===== config.mk =====
export PLATFORM = sky130hd
export DESIGN_NAME = reset_wake_state_logic
export DESIGN_NICKNAME = d
export VERILOG_FILES = /design/src/rtl/rst_wake_pkg.sv /design/src/rtl/reset_wake_state_logic.sv
export SDC_FILE = /design/constraint.sdc
export NUM_CORES = 1
export LEC_CHECK = 0
export BUFFER_PORTS_ARGS = -buffer_cell sky130_fd_sc_hd__buf_2
export CORE_MARGIN = 2
export CORE_UTILIZATION = 30
export CTS_CLUSTER_SIZE = 12
export DETAILED_ROUTE_END_ITERATION = 8
export PLACE_DENSITY = 0.42
export SYNTH_ARGS = -nofsm -noshare
export SYNTH_HDL_FRONTEND = slang
export SYNTH_SLANG_ARGS = --single-unit

===== constraint.sdc =====
create_clock -name pclk -period 3 [get_ports pclk]
set_clock_uncertainty 0.2 [all_clocks]
set_input_delay 0.15 -clock pclk [delete_from_list [all_inputs] [get_ports pclk]]
set_output_delay 0.15 -clock pclk [all_outputs]
set_load 0.01 [all_outputs]

===== src/rtl/rst_wake_pkg.sv =====
// constants and types for the reset and wake-up state loader
// assumes one 50 MHz clock; registers are reached over APB
// ------------------------------------------------------------
// ------------------------------------------------------------
package rst_wake_pkg;
  // ----------------------------------------------------------
  // register byte addresses
  // ----------------------------------------------------------
  localparam logic [7:0] ptr1_high_byte_off = 8'h00;
  localparam logic [7:0] ptr1_low_byte_off = 8'h04;
  localparam logic [7:0] bank_select_off = 8'h08;
  localparam logic [7:0] ptr2_high_byte_off = 8'h0C;
  localparam logic [7:0] ptr2_low_byte_off = 8'h10;
  localparam logic [7:0] arith_flags_off = 8'h14;
  localparam logic [7:0] timer0_count_high_off = 8'h18;
  localparam logic [7:0] timer0_count_low_off = 8'h1C;
  localparam logic [7:0] timer0_control_off = 8'h20;
  localparam logic [7:0] clock_source_select_off = 8'h24;
  localparam logic [7:0] lvd_control_off = 8'h28;
  localparam logic [7:0] watchdog_soft_enable_off = 8'h2C;
  localparam logic [7:0] reset_cause_flags_off = 8'h30;
  localparam logic [7:0] timer1_count_high_off = 8'h34;
  localparam logic [7:0] timer1_count_low_off = 8'h38;
  localparam logic [7:0] timer1_control_off = 8'h3C;
  localparam logic [7:0] timer2_count_off = 8'h40;
  localparam logic [7:0] timer2_period_off = 8'h44;
  localparam logic [7:0] timer2_control_off = 8'h48;
  localparam logic [7:0] serial_port_buffer_off = 8'h4C;
  localparam logic [7:0] serial_port_address_baud_off = 8'h50;
  localparam logic [7:0] serial_port_flags_off = 8'h54;
  localparam logic [7:0] serial_port_control_a_off = 8'h58;
  localparam logic [7:0] serial_port_control_b_off = 8'h5C;
  localparam logic [7:0] stack_top_upper_off = 8'h60;
  localparam logic [7:0] stack_top_high_off = 8'h64;
  localparam logic [7:0] stack_top_low_off = 8'h68;
  localparam logic [7:0] return_stack_pointer_off = 8'h6C;
  localparam logic [7:0] port_a_data_off = 8'h70;
  localparam logic [7:0] port_a_latch_off = 8'h74;
  localparam logic [7:0] port_a_direction_off = 8'h78;
  localparam logic [7:0] interrupt_control_off = 8'h7C;
  localparam logic [7:0] osc_mode_off = 8'h80;
  localparam logic [7:0] program_counter_off = 8'h84;
  localparam logic [7:0] peripheral_int_flag_off = 8'h88;
  // ----------------------------------------------------------
  // implemented-bit masks and reset patterns
  // ----------------------------------------------------------
  localparam logic [7:0] mask4 = 8'h0F;
  localparam logic [7:0] mask5 = 8'h1F;
  localparam logic [7:0] mask6 = 8'h3F;
  localparam logic [7:0] mask1 = 8'h01;
  localparam logic [7:0] t1_mask = 8'hBF;
  localparam logic [7:0] t2_mask = 8'h7F;
  localparam logic [7:0] reset_cause_flags_mask = 8'hDF;
  localparam logic [7:0] return_stack_pointer_mask = 8'hDF;
  localparam logic [7:0] port_a_mask = 8'h7F;
  localparam logic [7:0] zero_rst = 8'h00;
  localparam logic [7:0] ones_rst = 8'hFF;
  localparam logic [7:0] lvd_rst = 8'h05;
  // reset cause flag fields
  localparam int reset_cause_flags_bor_bit = 0;
  localparam int reset_cause_flags_por_bit = 1;
  localparam int reset_cause_flags_pd_bit = 2;
  localparam int reset_cause_flags_to_bit = 3;
  localparam int reset_cause_flags_ri_bit = 4;
  localparam int reset_cause_flags_lwrt_bit = 6;
  localparam int reset_cause_flags_ipen_bit = 7;
  localparam int port_a_io_bit = 6;
  // interrupt control fields
  localparam int high_priority_global_int_enable_bit = 7;
  localparam int low_priority_global_int_enable_bit = 6;
  localparam int wake_flag_bit = 0;
  // stack pointer fields
  localparam int stk_full_bit = 7;
  localparam int stk_unf_bit = 6;
  // ----------------------------------------------------------
  // vectors and widths
  // ----------------------------------------------------------
  localparam int pc_width = 21;
  localparam logic [20:0] high_vector = 21'h000008;
  localparam logic [20:0] low_vector = 21'h000018;
  localparam logic [20:0] pc_step = 21'h000002;
  localparam logic [4:0] stack_depth_max = 5'h1F;
  // oscillator mode codes
  localparam logic [2:0] ext_clock_with_io_mode = 3'h5;
  localparam logic [2:0] rc_osc_with_io_mode = 3'h6;

  typedef enum {
    class_none,
    class_por_bor,
    class_master_clear_pin_wdt_sw,
    class_wake
  } reset_class_t;

  typedef struct packed {
    logic por;
    logic bor;
    logic master_clear_pin;
    logic wdt_reset;
    logic soft_reset;
    logic stack_reset;
    logic wdt_wake;
    logic int_wake;
    logic high_pri;
  } reset_events_t;
endpackage : rst_wake_pkg


===== src/rtl/reset_wake_state_logic.sv =====
// reset and wake-up state loader with APB register access
// assumes reset event pulses synchronous to pclk, one per cycle at most
//
// The APB register port and the placing of the registers were left to the implementer.
module reset_wake_state_logic
  import rst_wake_pkg::*;
(
  // clock and reset
  input wire logic pclk,
  input wire logic presetn,
  // apb slave
  input wire logic psel,
  input wire logic penable,
  input wire logic pwrite,
  input wire logic [7:0] paddr,
  input wire logic [31:0] pwdata,
  output logic [31:0] prdata,
  output logic pready,
  output logic pslverr,
  // reset and wake events, one-cycle pulses
  input wire reset_events_t events,
  // state seen by the core
  output logic [20:0] program_counter,
  output logic [4:0] stack_depth
);
  // ----------------------------------------------------------
  // register storage
  // ----------------------------------------------------------
  logic [7:0] regs [0:34];
  logic [20:0] pc;
  reset_class_t cls;
  logic int_vec_wake;

  function automatic logic [7:0] impl_mask(input logic [5:0] idx, input logic [2:0] osc);
    case (idx)
      6'd0, 6'd2, 6'd3: impl_mask = mask4;
      6'd5: impl_mask = mask5;
      6'd9, 6'd11: impl_mask = mask1;
      6'd10: impl_mask = mask6;
      6'd12: impl_mask = reset_cause_flags_mask;
      6'd15: impl_mask = t1_mask;
      6'd18: impl_mask = t2_mask;
      6'd24: impl_mask = mask5;
      6'd27: impl_mask = return_stack_pointer_mask;
      6'd32: impl_mask = 8'h07;
      6'd28, 6'd29, 6'd30:
        // bit 7 of port a is never there; bit 6 only in the two io modes
        impl_mask = (osc == ext_clock_with_io_mode || osc == rc_osc_with_io_mode) ?
                    port_a_mask : mask6;
      default: impl_mask = ones_rst;
    endcase
  endfunction : impl_mask

  // ----------------------------------------------------------
  // event decode
  // ----------------------------------------------------------
  wire logic any_por = events.por | events.bor;
  wire logic any_mid = events.master_clear_pin | events.wdt_reset | events.soft_reset | events.stack_reset;
  wire logic any_wake = events.wdt_wake | events.int_wake;
  // priority: power-on class over master-clear class over wake-up
  assign cls = any_por ? class_por_bor : any_mid ? class_master_clear_pin_wdt_sw : any_wake ? class_wake : class_none;
  wire logic [7:0] intc = regs[31];
  assign int_vec_wake = events.int_wake && (intc[high_priority_global_int_enable_bit] || intc[low_priority_global_int_enable_bit]) && !any_por && !any_mid;
  wire logic [4:0] sp = regs[27][4:0];

  // apb decode
  wire logic [5:0] idx = paddr[7:2];
  wire logic hit = (paddr[1:0] == 2'b00) && (idx <= 6'd34);
  wire logic access = psel && penable;
  wire logic do_write = access && pwrite && hit;
  wire logic [7:0] rd_mask = impl_mask(idx, regs[32][2:0]);
  wire logic [31:0] pc_word = {11'h000, pc};

  assign pready = 1'b1;
  assign pslverr = access && !hit;
  assign program_counter = pc;
  assign stack_depth = sp;

  // read data: unimplemented bits forced low
  always_ff @(posedge pclk or negedge presetn) begin
    if (!presetn) begin
      prdata <= 32'h00000000;
    end else if (psel && !penable && !pwrite) begin
      if (!hit) begin
        prdata <= 32'h00000000;
      end else if (idx == 6'd33) begin
        prdata <= pc_word;
      end else begin
        prdata <= {24'h000000, regs[idx] & rd_mask};
      end
    end
  end

  // ----------------------------------------------------------
  // program counter
  // ----------------------------------------------------------
  always_ff @(posedge pclk or negedge presetn) begin
    if (!presetn) begin
      pc <= 21'h000000;
    end else if (cls == class_por_bor || cls == class_master_clear_pin_wdt_sw) begin
      pc <= 21'h000000;
    end else if (int_vec_wake) begin
      pc <= events.high_pri ? high_vector : low_vector;
    end else if (cls == class_wake) begin
      pc <= pc + pc_step;
    end else if (do_write && idx == 6'd33) begin
      pc <= pwdata[20:0];
    end
  end

  // ----------------------------------------------------------
  // per-register reset patterns
  // ----------------------------------------------------------
  always_ff @(posedge pclk or negedge presetn) begin
    if (!presetn) begin
      for (int i = 0; i < 35; i++) begin
        regs[i] <= zero_rst;
      end
      regs[8] <= ones_rst;
      regs[10] <= lvd_rst;
      regs[17] <= ones_rst;
      regs[12] <= 8'h1E;
    end else begin
      if (do_write && idx != 6'd33) begin
        regs[idx] <= pwdata[7:0] & impl_mask(idx, regs[32][2:0]);
      end
      case (cls)
        class_por_bor: begin
          // unknown bits on power-on keep whatever they hold
          regs[0] <= zero_rst;
          regs[2] <= zero_rst;
          regs[3] <= zero_rst;
          regs[8] <= ones_rst;
          regs[9] <= zero_rst;
          regs[10] <= lvd_rst;
          regs[11] <= zero_rst;
          regs[15] <= zero_rst;
          regs[17] <= ones_rst;
          for (int i = 18; i < 24; i++) begin
            if (i != 19) begin
              regs[i] <= zero_rst;
            end
          end
          for (int i = 24; i < 28; i++) begin
            regs[i] <= zero_rst;
          end
          regs[31] <= zero_rst;
          // brown-out alone keeps the long write enable as it was
          regs[12] <= {1'b0, events.por ? 1'b0 : regs[12][reset_cause_flags_lwrt_bit], 1'b0, 1'b1, 1'b1, 1'b1,
                       events.por ? 1'b0 : 1'b1, 1'b0};
        end
        class_master_clear_pin_wdt_sw: begin
          regs[0] <= zero_rst;
          regs[2] <= zero_rst;
          regs[3] <= zero_rst;
          regs[8] <= ones_rst;
          regs[9] <= zero_rst;
          regs[10] <= lvd_rst;
          regs[11] <= zero_rst;
          regs[17] <= ones_rst;
          for (int i = 18; i < 24; i++) begin
            if (i != 19) begin
              regs[i] <= zero_rst;
            end
          end
          for (int i = 24; i < 28; i++) begin
            regs[i] <= zero_rst;
          end
          regs[31] <= zero_rst;
          regs[27][stk_full_bit] <= events.stack_reset ? regs[27][stk_full_bit] : 1'b0;
          // long write enable survives every class except por and master_clear_pin
          regs[12][reset_cause_flags_lwrt_bit] <= events.master_clear_pin ? 1'b0 : regs[12][reset_cause_flags_lwrt_bit];
          regs[12][reset_cause_flags_ipen_bit] <= 1'b0;
          regs[12][reset_cause_flags_ri_bit] <= !events.soft_reset;
          regs[12][reset_cause_flags_to_bit] <= !events.wdt_reset;
          regs[12][reset_cause_flags_pd_bit] <= 1'b1;
        end
        class_wake: begin
          regs[17] <= ones_rst;
          regs[12][reset_cause_flags_to_bit] <= !events.wdt_wake;
          regs[12][reset_cause_flags_pd_bit] <= 1'b0;
          // a flag records the cause of the wake
          regs[34][wake_flag_bit] <= 1'b1;
          if (events.wdt_wake) begin
            regs[31][wake_flag_bit] <= 1'b1;
          end
          if (int_vec_wake) begin
            regs[24] <= {3'b000, pc[20:16]};
            regs[25] <= pc[15:8];
            regs[26] <= pc[7:0];
            if (sp == stack_depth_max) begin
              regs[27][stk_full_bit] <= 1'b1;
            end else begin
              regs[27][4:0] <= sp + 5'h01;
            end
          end
        end
        default: begin
        end
      endcase
    end
  end
endmodule : reset_wake_state_logic


==> metrics.txt, run 1 <==
Post-CTS Setup Bufs=0; hpwl dp=38,600 um; drt pass-1 iters=7; Critical Path Fanout Max=13; largest net degree at the start of global routing=64; antenna diode instance count=0; CP bufs+invs=4; Synth cell types=between 70 and 80; post-synthesis sequential area ratio=approximately half; Power Dens Cells=508 nW/um^2; most used cell, CP=dlygate4sd3_1; Layout area overhead=19.6%; # rows=between 80 and 90; RSZ-0062 raised after global routing=false; setup TNS=0 ns; GP Congestion=0.869; final hold violations=0; critical path type=in -> reg; GRT overflow=0; slowest CP cell=or3_1; via count=about 12,000; Final Cell Area=19,200 um^2; Setup crit start kind=input pin; utilization after layout=a little over a third; Max Cap Viol=0; Mapped Area=~16,000 um^2; htree depth=2; first-pass GRT wire length=approximately 85,000 um; share of cells above drive strength 1=about a quarter; cell accounting for the most synthesized area=dfrtp_1; CP max stage delay=0.59 ns; antenna viol nets, final=0; FF+latch count, synth=~320; Yosys top cell area share=between 40% and 50%; fin crit share=92.8%; Max clock buf depth=3; overall power=about 10000 uW; CP Capture Type=register; Die H=235 um; full die area=roughly 55,000 um^2; critical path's top delay family=buffers and inverters; vias in the first global route=between 10,000 and 15,000; Fmax=between 300 and 400 MHz; leakage dissipation=roughly 0.0088 uW; DR WL/cell=24.4 um; CTS Buf Count=39; Die X=between 200 and 250 um; clk slew on worst S/H paths=about 0.06 ns; root buf cell=clkbuf_16; Slew Limit Fails=0; initial DRC count=a little over 1,000; Ports=between 100 and 150; # setup viols final=0; initial antenna violation count=0; initial core utilization=between 30% and 40%; crit path DAT=between 3 and 4 ns; Routed WL=about 56,000 um; Synth Flop Type=dfrtp_1; ys async rst share=100%; crit path time final=2.78 ns; Post-route DRC=0; nets=between 1,500 and 2,000; Clock Latency Late Sink=roughly 0.55 ns; Hold WS=between 0.02 and 0.025 ns; Port-buffer cells=90; Worst Hold Class=in -> reg; CTS sink count=between 300 and 400; CORE AREA=roughly 53,000 um^2; average size of a mapped cell=approximately 11 um^2; number of synthesized flops with an enable pin=0; Worst Path Required=3.27 ns; peak supply drop=between 0.3 and 0.4 mV; GRT Util Overall=roughly a fifth; synth top area cells=dfrtp_1 46%, mux2i_1 8.1%, mux4_2 6.3%; worst slew pin tran=between 1 and 1.5 ns; Via density=roughly 5.3; Max-Slew Margin vs Limit=31.7%; Placement Cell Area=about 18,000 um^2; CP Cell Sequence=dlygate4sd3_1 -> buf_2 -> nor2_2 -> nand4_1 -> buf_4 -> or3_1 -> nor2_4 -> mux2i_1 -> a22oi_1 -> dlygate4sd3_1; Mapped Cells=around 1,500; Synth Warn #=0; CTS tree=built; outcome=finished, final reports clean
[Yosys cell counts, types with 3 or more instances]
master    count
a21oi_1      63
dfstp_2      22
a22oi_1      29
or2_2         4
nor4_4        6
and3_1       25
nor2_1      127
mux2i_1     130
o22ai_1       9
buf_4        26
buf_1         3
nor4_1        7
a221o_1       3
nand3_1      38
mux4_2       45
nand2b_1      8
buf_2        27
ha_1          3
nor3_2        4
a211oi_1     16
nor2_2        6
nor3_1       22
and2_1       40
o21ai_1       4
mux2_2       79
xor2_1        3
dfrtp_1     295
clkbuf_1     65
nor2_4        6
nand2_2       4
o31ai_1       3
nor2b_1      16
a31oi_1      10
nand2_1     120
a22o_1       14
o21ai_0      82
nand4_1      12
a32oi_1       5
or3_1         8
o211ai_1     16
buf_6         4
[what timing repair did]
action / in CTS / in global routing
endpoints found under the hold margin: 351 / 0
hold buffers: 37 / 0
gates resized for setup: 0 / 0
[placed cells by master (no fill, tap or decap), drive strengths merged, types with 22 or more instances in the layout]
master	netlist	final
clkbuf	65	60
a22oi	29	29
nand3	38	38
nand2	125	125
mux4	45	45
a21oi	63	63
o21ai	86	86
dfrtp	295	295
and2	41	41
buf	61	176
dlygate4sd3	0	36
nor2	140	140
and3	25	25
mux2i	130	130
dfstp	22	22
nor3	26	26
mux2	80	80
[flip-flops by register name, summed over array words and instances (netlist names)]
| register | count |
|---|---|
| intc | 8 |
| prdata | 21 |
| program_counter | 21 |
| regs | 262 |
| stack_depth | 5 |
[routing by layer]
metal	share of wire [%]	global-route usage, %
met5	0	0
met4	2.2	5.02
met3	4.9	2.80
met2	46	31.9
met1	47	29.7
[through the flow]
step	instances	setup WS, ns
floorplan	1462	0.801
global route	2304	0.119
global placement	2199	0.214
finish	2304	0.215
CTS	2304	0.272
detailed placement	2199	0.188
[cell families (layout without fill, tap and decap cells)]
group	after synthesis	count (layout)	synth area share, %
simple gates	468	468	15.0
mux	255	255	20.0
fa+ha+maj	4	4	0.296
compound gates	272	272	10.6
other cells	2	12	0.0468
flops	317	317	49.6
buf+inv	130	284	4.15
xor+xnor	4	4	0.218
[worst register-to-register path, stage by stage (launching register included)]
cell and delay (ns):
dfrtp_1 0.39, mux4_2 0.46, and2_1 0.18, a2111oi_2 0.50, nor4_1 0.21, buf_4 0.18, a221o_1 0.24
[final cells by class]
cell class	instances	area [um^2]
clock inverters	8	65.1
repair buffers	212	1640
clock buffers	60	1180
well taps	688	861
fillers	5269	33600
flip-flops and latches	317	7960
multi-input cells	1015	7480
inverters	4	15.0
[power by group]
group	internal, uW	switching [uW]
Combinational	264	521
Sequential	4310	20.3
Clock	2770	1860
Total	7350	2400
[worst paths after layout]
check	from	end	slack [ns]	cells past startpoint
setup / recovery	paddr[0]	regs[180]	0.22	10
min in group asynchronous	presetn	regs[200]	0.47	3
setup reg to reg	regs[227]	prdata[3]	0.52	6
hold / removal	paddr[7]	prdata[2]	0.02	4
max in group asynchronous	presetn	regs[137]	1.34	4
hold reg to reg	regs[15]	regs[15]	0.18	0
Note: power is estimated with default switching activity, not from simulation.
==> run 2: changes to the inputs <==
Settings changed: BUFFER_PORTS_ARGS -buffer_cell sky130_fd_sc_hd__buf_2 to not set, CORE_ASPECT_RATIO set to 1.2, DONT_BUFFER_PORTS set to 1, PLACE_DENSITY 0.42 to 0.41, SKIP_CTS_REPAIR_TIMING set to 1.
==> run 2 against run 1 <==
Against the previous run: the flow now finishes with violations (negative hold slack); critical endpoint unchanged; final area is 1.7% lower; highest routed layer unchanged; utilization is 0.59 points lower; via count is 2.6% lower; first-iteration DRC count is 8.8% lower; worst setup slack worse by 0.16 ns.
==> metrics.txt, run 2 (synthesized netlist as in run 1, its figures left out) <==
antenna viol nets, final=0; Routed WL=approximately 58,000 um; DR WL/cell=approximately 26 um; crit path DAT=between 3 and 4 ns; # setup viols final=0; vias in the first global route=11,800; Max Cap Viol=0; Worst Path Required=3.26 ns; Slew Limit Fails=0; Clock Latency Late Sink=approximately 0.54 ns; htree depth=2; Max clock buf depth=3; Placement Cell Area=about 17,000 um^2; Final WS setup=between 0.05 and 0.06 ns; worst slew pin tran=between 0.8 and 0.9 ns; final hold violations=around 320; Die H=approximately 260 um; GP Congestion=around 0.85; CP Capture Type=register; fin crit share=between 90% and 100%; peak supply drop=approximately 0.37 mV; Setup crit start kind=input pin; setup TNS=0 ns; Reg2Reg Launch Point=stack_depth[2]; CTS Buf Count=37; Reg2Reg Depth=5; Ports=114; Worst Hold Class=in -> async; Power Dens Cells=between 500 and 600 nW/um^2; Die X=215 um; drt pass-1 iters=5; nets=1,566; GRT overflow=0; Hold WS=-0.871 ns; crit path time final=a little under 3 ns; final cell count without fillers=roughly 2,200; critical path type=in -> reg; Reg with most FFs=regs; violated checks=negative hold slack; max reg flops=roughly 260; initial DRC count=~930; CORE AREA=52,700 um^2; outcome=complete, but fails checks; full die area=55,400 um^2; initial antenna violation count=3; initial core utilization=a little under a third; largest net degree at the start of global routing=between 300 and 400; # rows=92; Layout area overhead=17.6%; reg2reg setup slack=approximately 0.090 ns; root buf cell=clkbuf_16; dpl ws=~0.5 ns; Post-route DRC=0; Port-buffer cells=0; Fmax=340 MHz; Via density=roughly 5.3; Inst Count DP=about 2,100; Max-Slew Margin vs Limit=between 40% and 50%; first-pass GRT wire length=between 80,000 and 90,000 um; CTS tree=built; most common cell after layout, fill and taps aside=dfrtp_1; utilization after layout=between 30% and 40%; commonest cells after routing, fill and taps aside=295 x dfrtp_1, 130 x mux2i_1, 127 x nor2_1, 119 x nand2_1, 83 x dlygate4sd3_1; leakage dissipation=around 0.0084 uW; Filler Cell Count=between 5,000 and 6,000; via count=around 12,000; Critical Path Fanout Max=57; Final Cell Area=about 19,000 um^2; Worst R2R End=prdata[2]; CTS sink count=between 300 and 400; hpwl dp=about 37,000 um; GRT Util Overall=20.0%; clk slew on worst S/H paths=about 0.060 ns; share of cells above drive strength 1=19.1%
[run 2: changes by cell type in the layout (fill, tap and decap cells not counted), moves of 2 or more]
cell | previous run | this run
buf_2 | 88 | 0
dlygate4sd3_1 | 36 | 83
buf_4 | 73 | 45
buf_12 | 13 | 6
diode_2 | 0 | 3
clkbuf_16 | 41 | 39
[run 2: stage by stage]
step | total power, uW | hold slack, ns
final | 9530 | -0.871
after global routing | 9860 | -0.900
after CTS | 9530 | -0.902
after detailed placement | 4830 | -0.324
after global placement | 4830 | -0.331
after floorplan | 4770 | -0.346
[run 2: layout make-up]
cell class	count	area, um^2	area share (%)
diodes	3	7.51	0.0398
clock buffers	58	1140	6.03
clock inverters	9	98.8	0.524
inverters	4	15.0	0.0796
multi-input cells	1015	7480	39.6
flip-flops and latches	317	7960	42.2
well taps	705	882	4.67
repair buffers	134	1290	6.83
[run 2: worst max path at each step]
stage                         startpoint             end  slack (ns)  cells past startpoint
final                           paddr[3]       regs[180]        0.06                      8
after global routing      stack_depth[2]       prdata[2]      -0.007                      5
after CTS                 stack_depth[0]  stack_depth[2]        0.52                      7
after detailed placement        paddr[2]       regs[196]        0.50                      7
after global placement          paddr[2]       regs[196]        0.47                      7
after floorplan           stack_depth[0]  stack_depth[2]        0.80                      8
[run 2: power breakdown]
part | internal, uW | switching (uW) | total (uW) | leakage (uW)
clock network | 2780 | 1860 | 4640 | 0.000613
logic | 223 | 334 | 558 | 0.00340
registers | 4310 | 24.6 | 4340 | 0.00435
[run 2: layer usage]
| metal | vias to the layer above | wire length (um) | global-route usage (%) |
|---|---|---|---|
| li1 | 5347 | - | - |
| met1 | 6200 | 25000 | 26.3 |
| met2 | 355 | 27800 | 33.6 |
| met3 | 86 | 2880 | 3.29 |
| met4 | 0 | 1840 | 6.48 |
| met5 | - | 0 | 0 |
[run 2: critical path: stages]
cell	delay, ns
dlygate4sd3_1	0.78
or2_2	0.27
o21ai_0	0.11
a21boi_1	0.44
and2_1	0.54
mux2i_1	0.15
a22oi_1	0.17
dlygate4sd3_1	0.58
==> run 3: changes to the inputs <==
Settings changed: MAX_ROUTING_LAYER set to met4.
==> run 3 against run 2 <==
Against the previous run: the flow still finishes with violations (negative hold slack); global-route usage increased by 0.59 points; final area decreased by 0.54%; combinational power about the same; first-iteration DRC count increased by 9.3%; worst setup slack got worse by 0.0073 ns; utilization decreased by 0.19 points; clock power about the same; final cell count decreased by 0.49%; fmax decreased by 0.25%; clock-buffer cell count unchanged; sequential power about the same; critical path type unchanged; critical endpoint unchanged; largest power group unchanged.
==> metrics.txt, run 3 (synthesized netlist as in run 1, its figures left out) <==
outcome=complete, but fails checks; violated checks=negative hold slack; GRT overflow=0; max reg flops=around 260; # setup viols final=0; Max Cap Viol=0; Reg with most FFs=regs; crit path time final=between 2 and 3 ns; CTS sink count=about 320; Post-route DRC=0; most common cell after layout, fill and taps aside=dfrtp_1; via count=11,900; Clock Latency Late Sink=roughly 0.54 ns; CTS tree=built; Power Dens Cells=508 nW/um^2; Critical Path Fanout Max=57; drt pass-1 iters=8; slowest CP cell=dlygate4sd3_1; first-pass GRT wire length=83,400 um; initial core utilization=about 30%; clk slew on worst S/H paths=approximately 0.060 ns; CP bufs+invs=2; CP Cell Sequence=dlygate4sd3_1 -> or2_2 -> o21ai_0 -> a21boi_1 -> and2_1 -> mux2i_1 -> a22oi_1 -> dlygate4sd3_1; hpwl dp=36,700 um; full die area=55,400 um^2; share of cells above drive strength 1=between 10% and 20%; Worst Path Required=between 3 and 4 ns; Die H=257 um; Max clock buf depth=3; Via density=~5.3; htree depth=2; GP Congestion=0.863; dpl ws=between 0.4 and 0.5 ns; initial DRC count=between 1,000 and 1,500; Routed WL=approximately 58,000 um; Slew Limit Fails=0; commonest cells after routing, fill and taps aside=295 x dfrtp_1, 130 x mux2i_1, 127 x nor2_1, 119 x nand2_1, 81 x o21ai_0; setup TNS=0 ns; Layout area overhead=16.9%; CORE AREA=about 53,000 um^2; largest net degree at the start of global routing=~320; Max-Slew Margin vs Limit=42.9%; DR WL/cell=~26 um; RSZ-0062 raised after global routing=false; Worst Hold Class=in -> async; most used cell, CP=dlygate4sd3_1; root buf cell=clkbuf_16; initial antenna violation count=2; fin crit share=a little over nine tenths; final hold violations=325; Ports=approximately 110; Final WS setup=roughly 0.051 ns; CTS Buf Count=37; critical path's top delay family=buffers and inverters; Setup crit start kind=input pin; nets=1,556; CP Capture Type=register; crit path DAT=3.21 ns; peak supply drop=about 0.37 mV; vias in the first global route=11,800; Die X=between 200 and 250 um; antenna viol nets, final=0; Fmax=339 MHz; worst slew pin tran=roughly 0.85 ns; Hold WS=-0.869 ns; GRT Util Overall=slightly above 20%; critical path type=in -> reg; CP max stage delay=roughly 0.77 ns; Port-buffer cells=0; leakage dissipation=approximately 0.0083 uW; # rows=a little over 90
-- run 3: changes by cell type in the layout (fill, tap and decap cells not counted) --
cell and change:
diode_2 -1, dlygate4sd3_1 -10
-- run 3: final cells by class --
cell class / count / area, um^2
clock buffer: 58 / 1140
clock inverter: 9 / 98.8
sequential: 317 / 7960
inverter: 4 / 15.0
multi-input combinational: 1015 / 7480
antenna: 2 / 5.00
fill: 5311 / 34000
timing repair buffer: 124 / 1190
tap: 705 / 882
-- run 3: routing by layer --
| metal | track usage (%) | routed length (um) | vias up |
|---|---|---|---|
| li1 | - | - | 5337 |
| met1 | 26.2 | 25300 | 6160 |
| met2 | 33.4 | 27600 | 337 |
| met3 | 3.38 | 2760 | 97 |
| met4 | 7.03 | 2030 | 0 |
| met5 | - | 0 | - |
-- run 3: final timing paths --
kind,startpoint,endpoint,slack (ns),cells after the start
max,paddr[3],regs[180],0.05,8
min,presetn,regs[253],-0.87,0
max reg2reg,stack_depth[0],stack_depth[2],0.51,7
min reg2reg,regs[15],regs[15],0.18,0
max in group asynchronous,presetn,regs[170],2.97,0
min in group pclk,paddr[3],prdata[6],-0.05,5
-- run 3: per-stage QoR --
step	power (uW)	cells	area, um^2	utilization (%)
4_1_cts	9530	2155	18000	34.1
3_5_place_dp	4830	2088	16700	31.7
3_3_place_gp	4830	2088	16700	31.7
2_1_floorplan	4770	1462	16100	-
6_report	9530	2234	18800	35.6
5_1_grt	9870	2234	18800	35.6
-- run 3: report_power, final --
group,switching (uW),internal [uW],total (uW)
combinational,337,221,558
sequential,24.5,4310,4340
clock,1860,2780,4630
total,2220,7310,9530
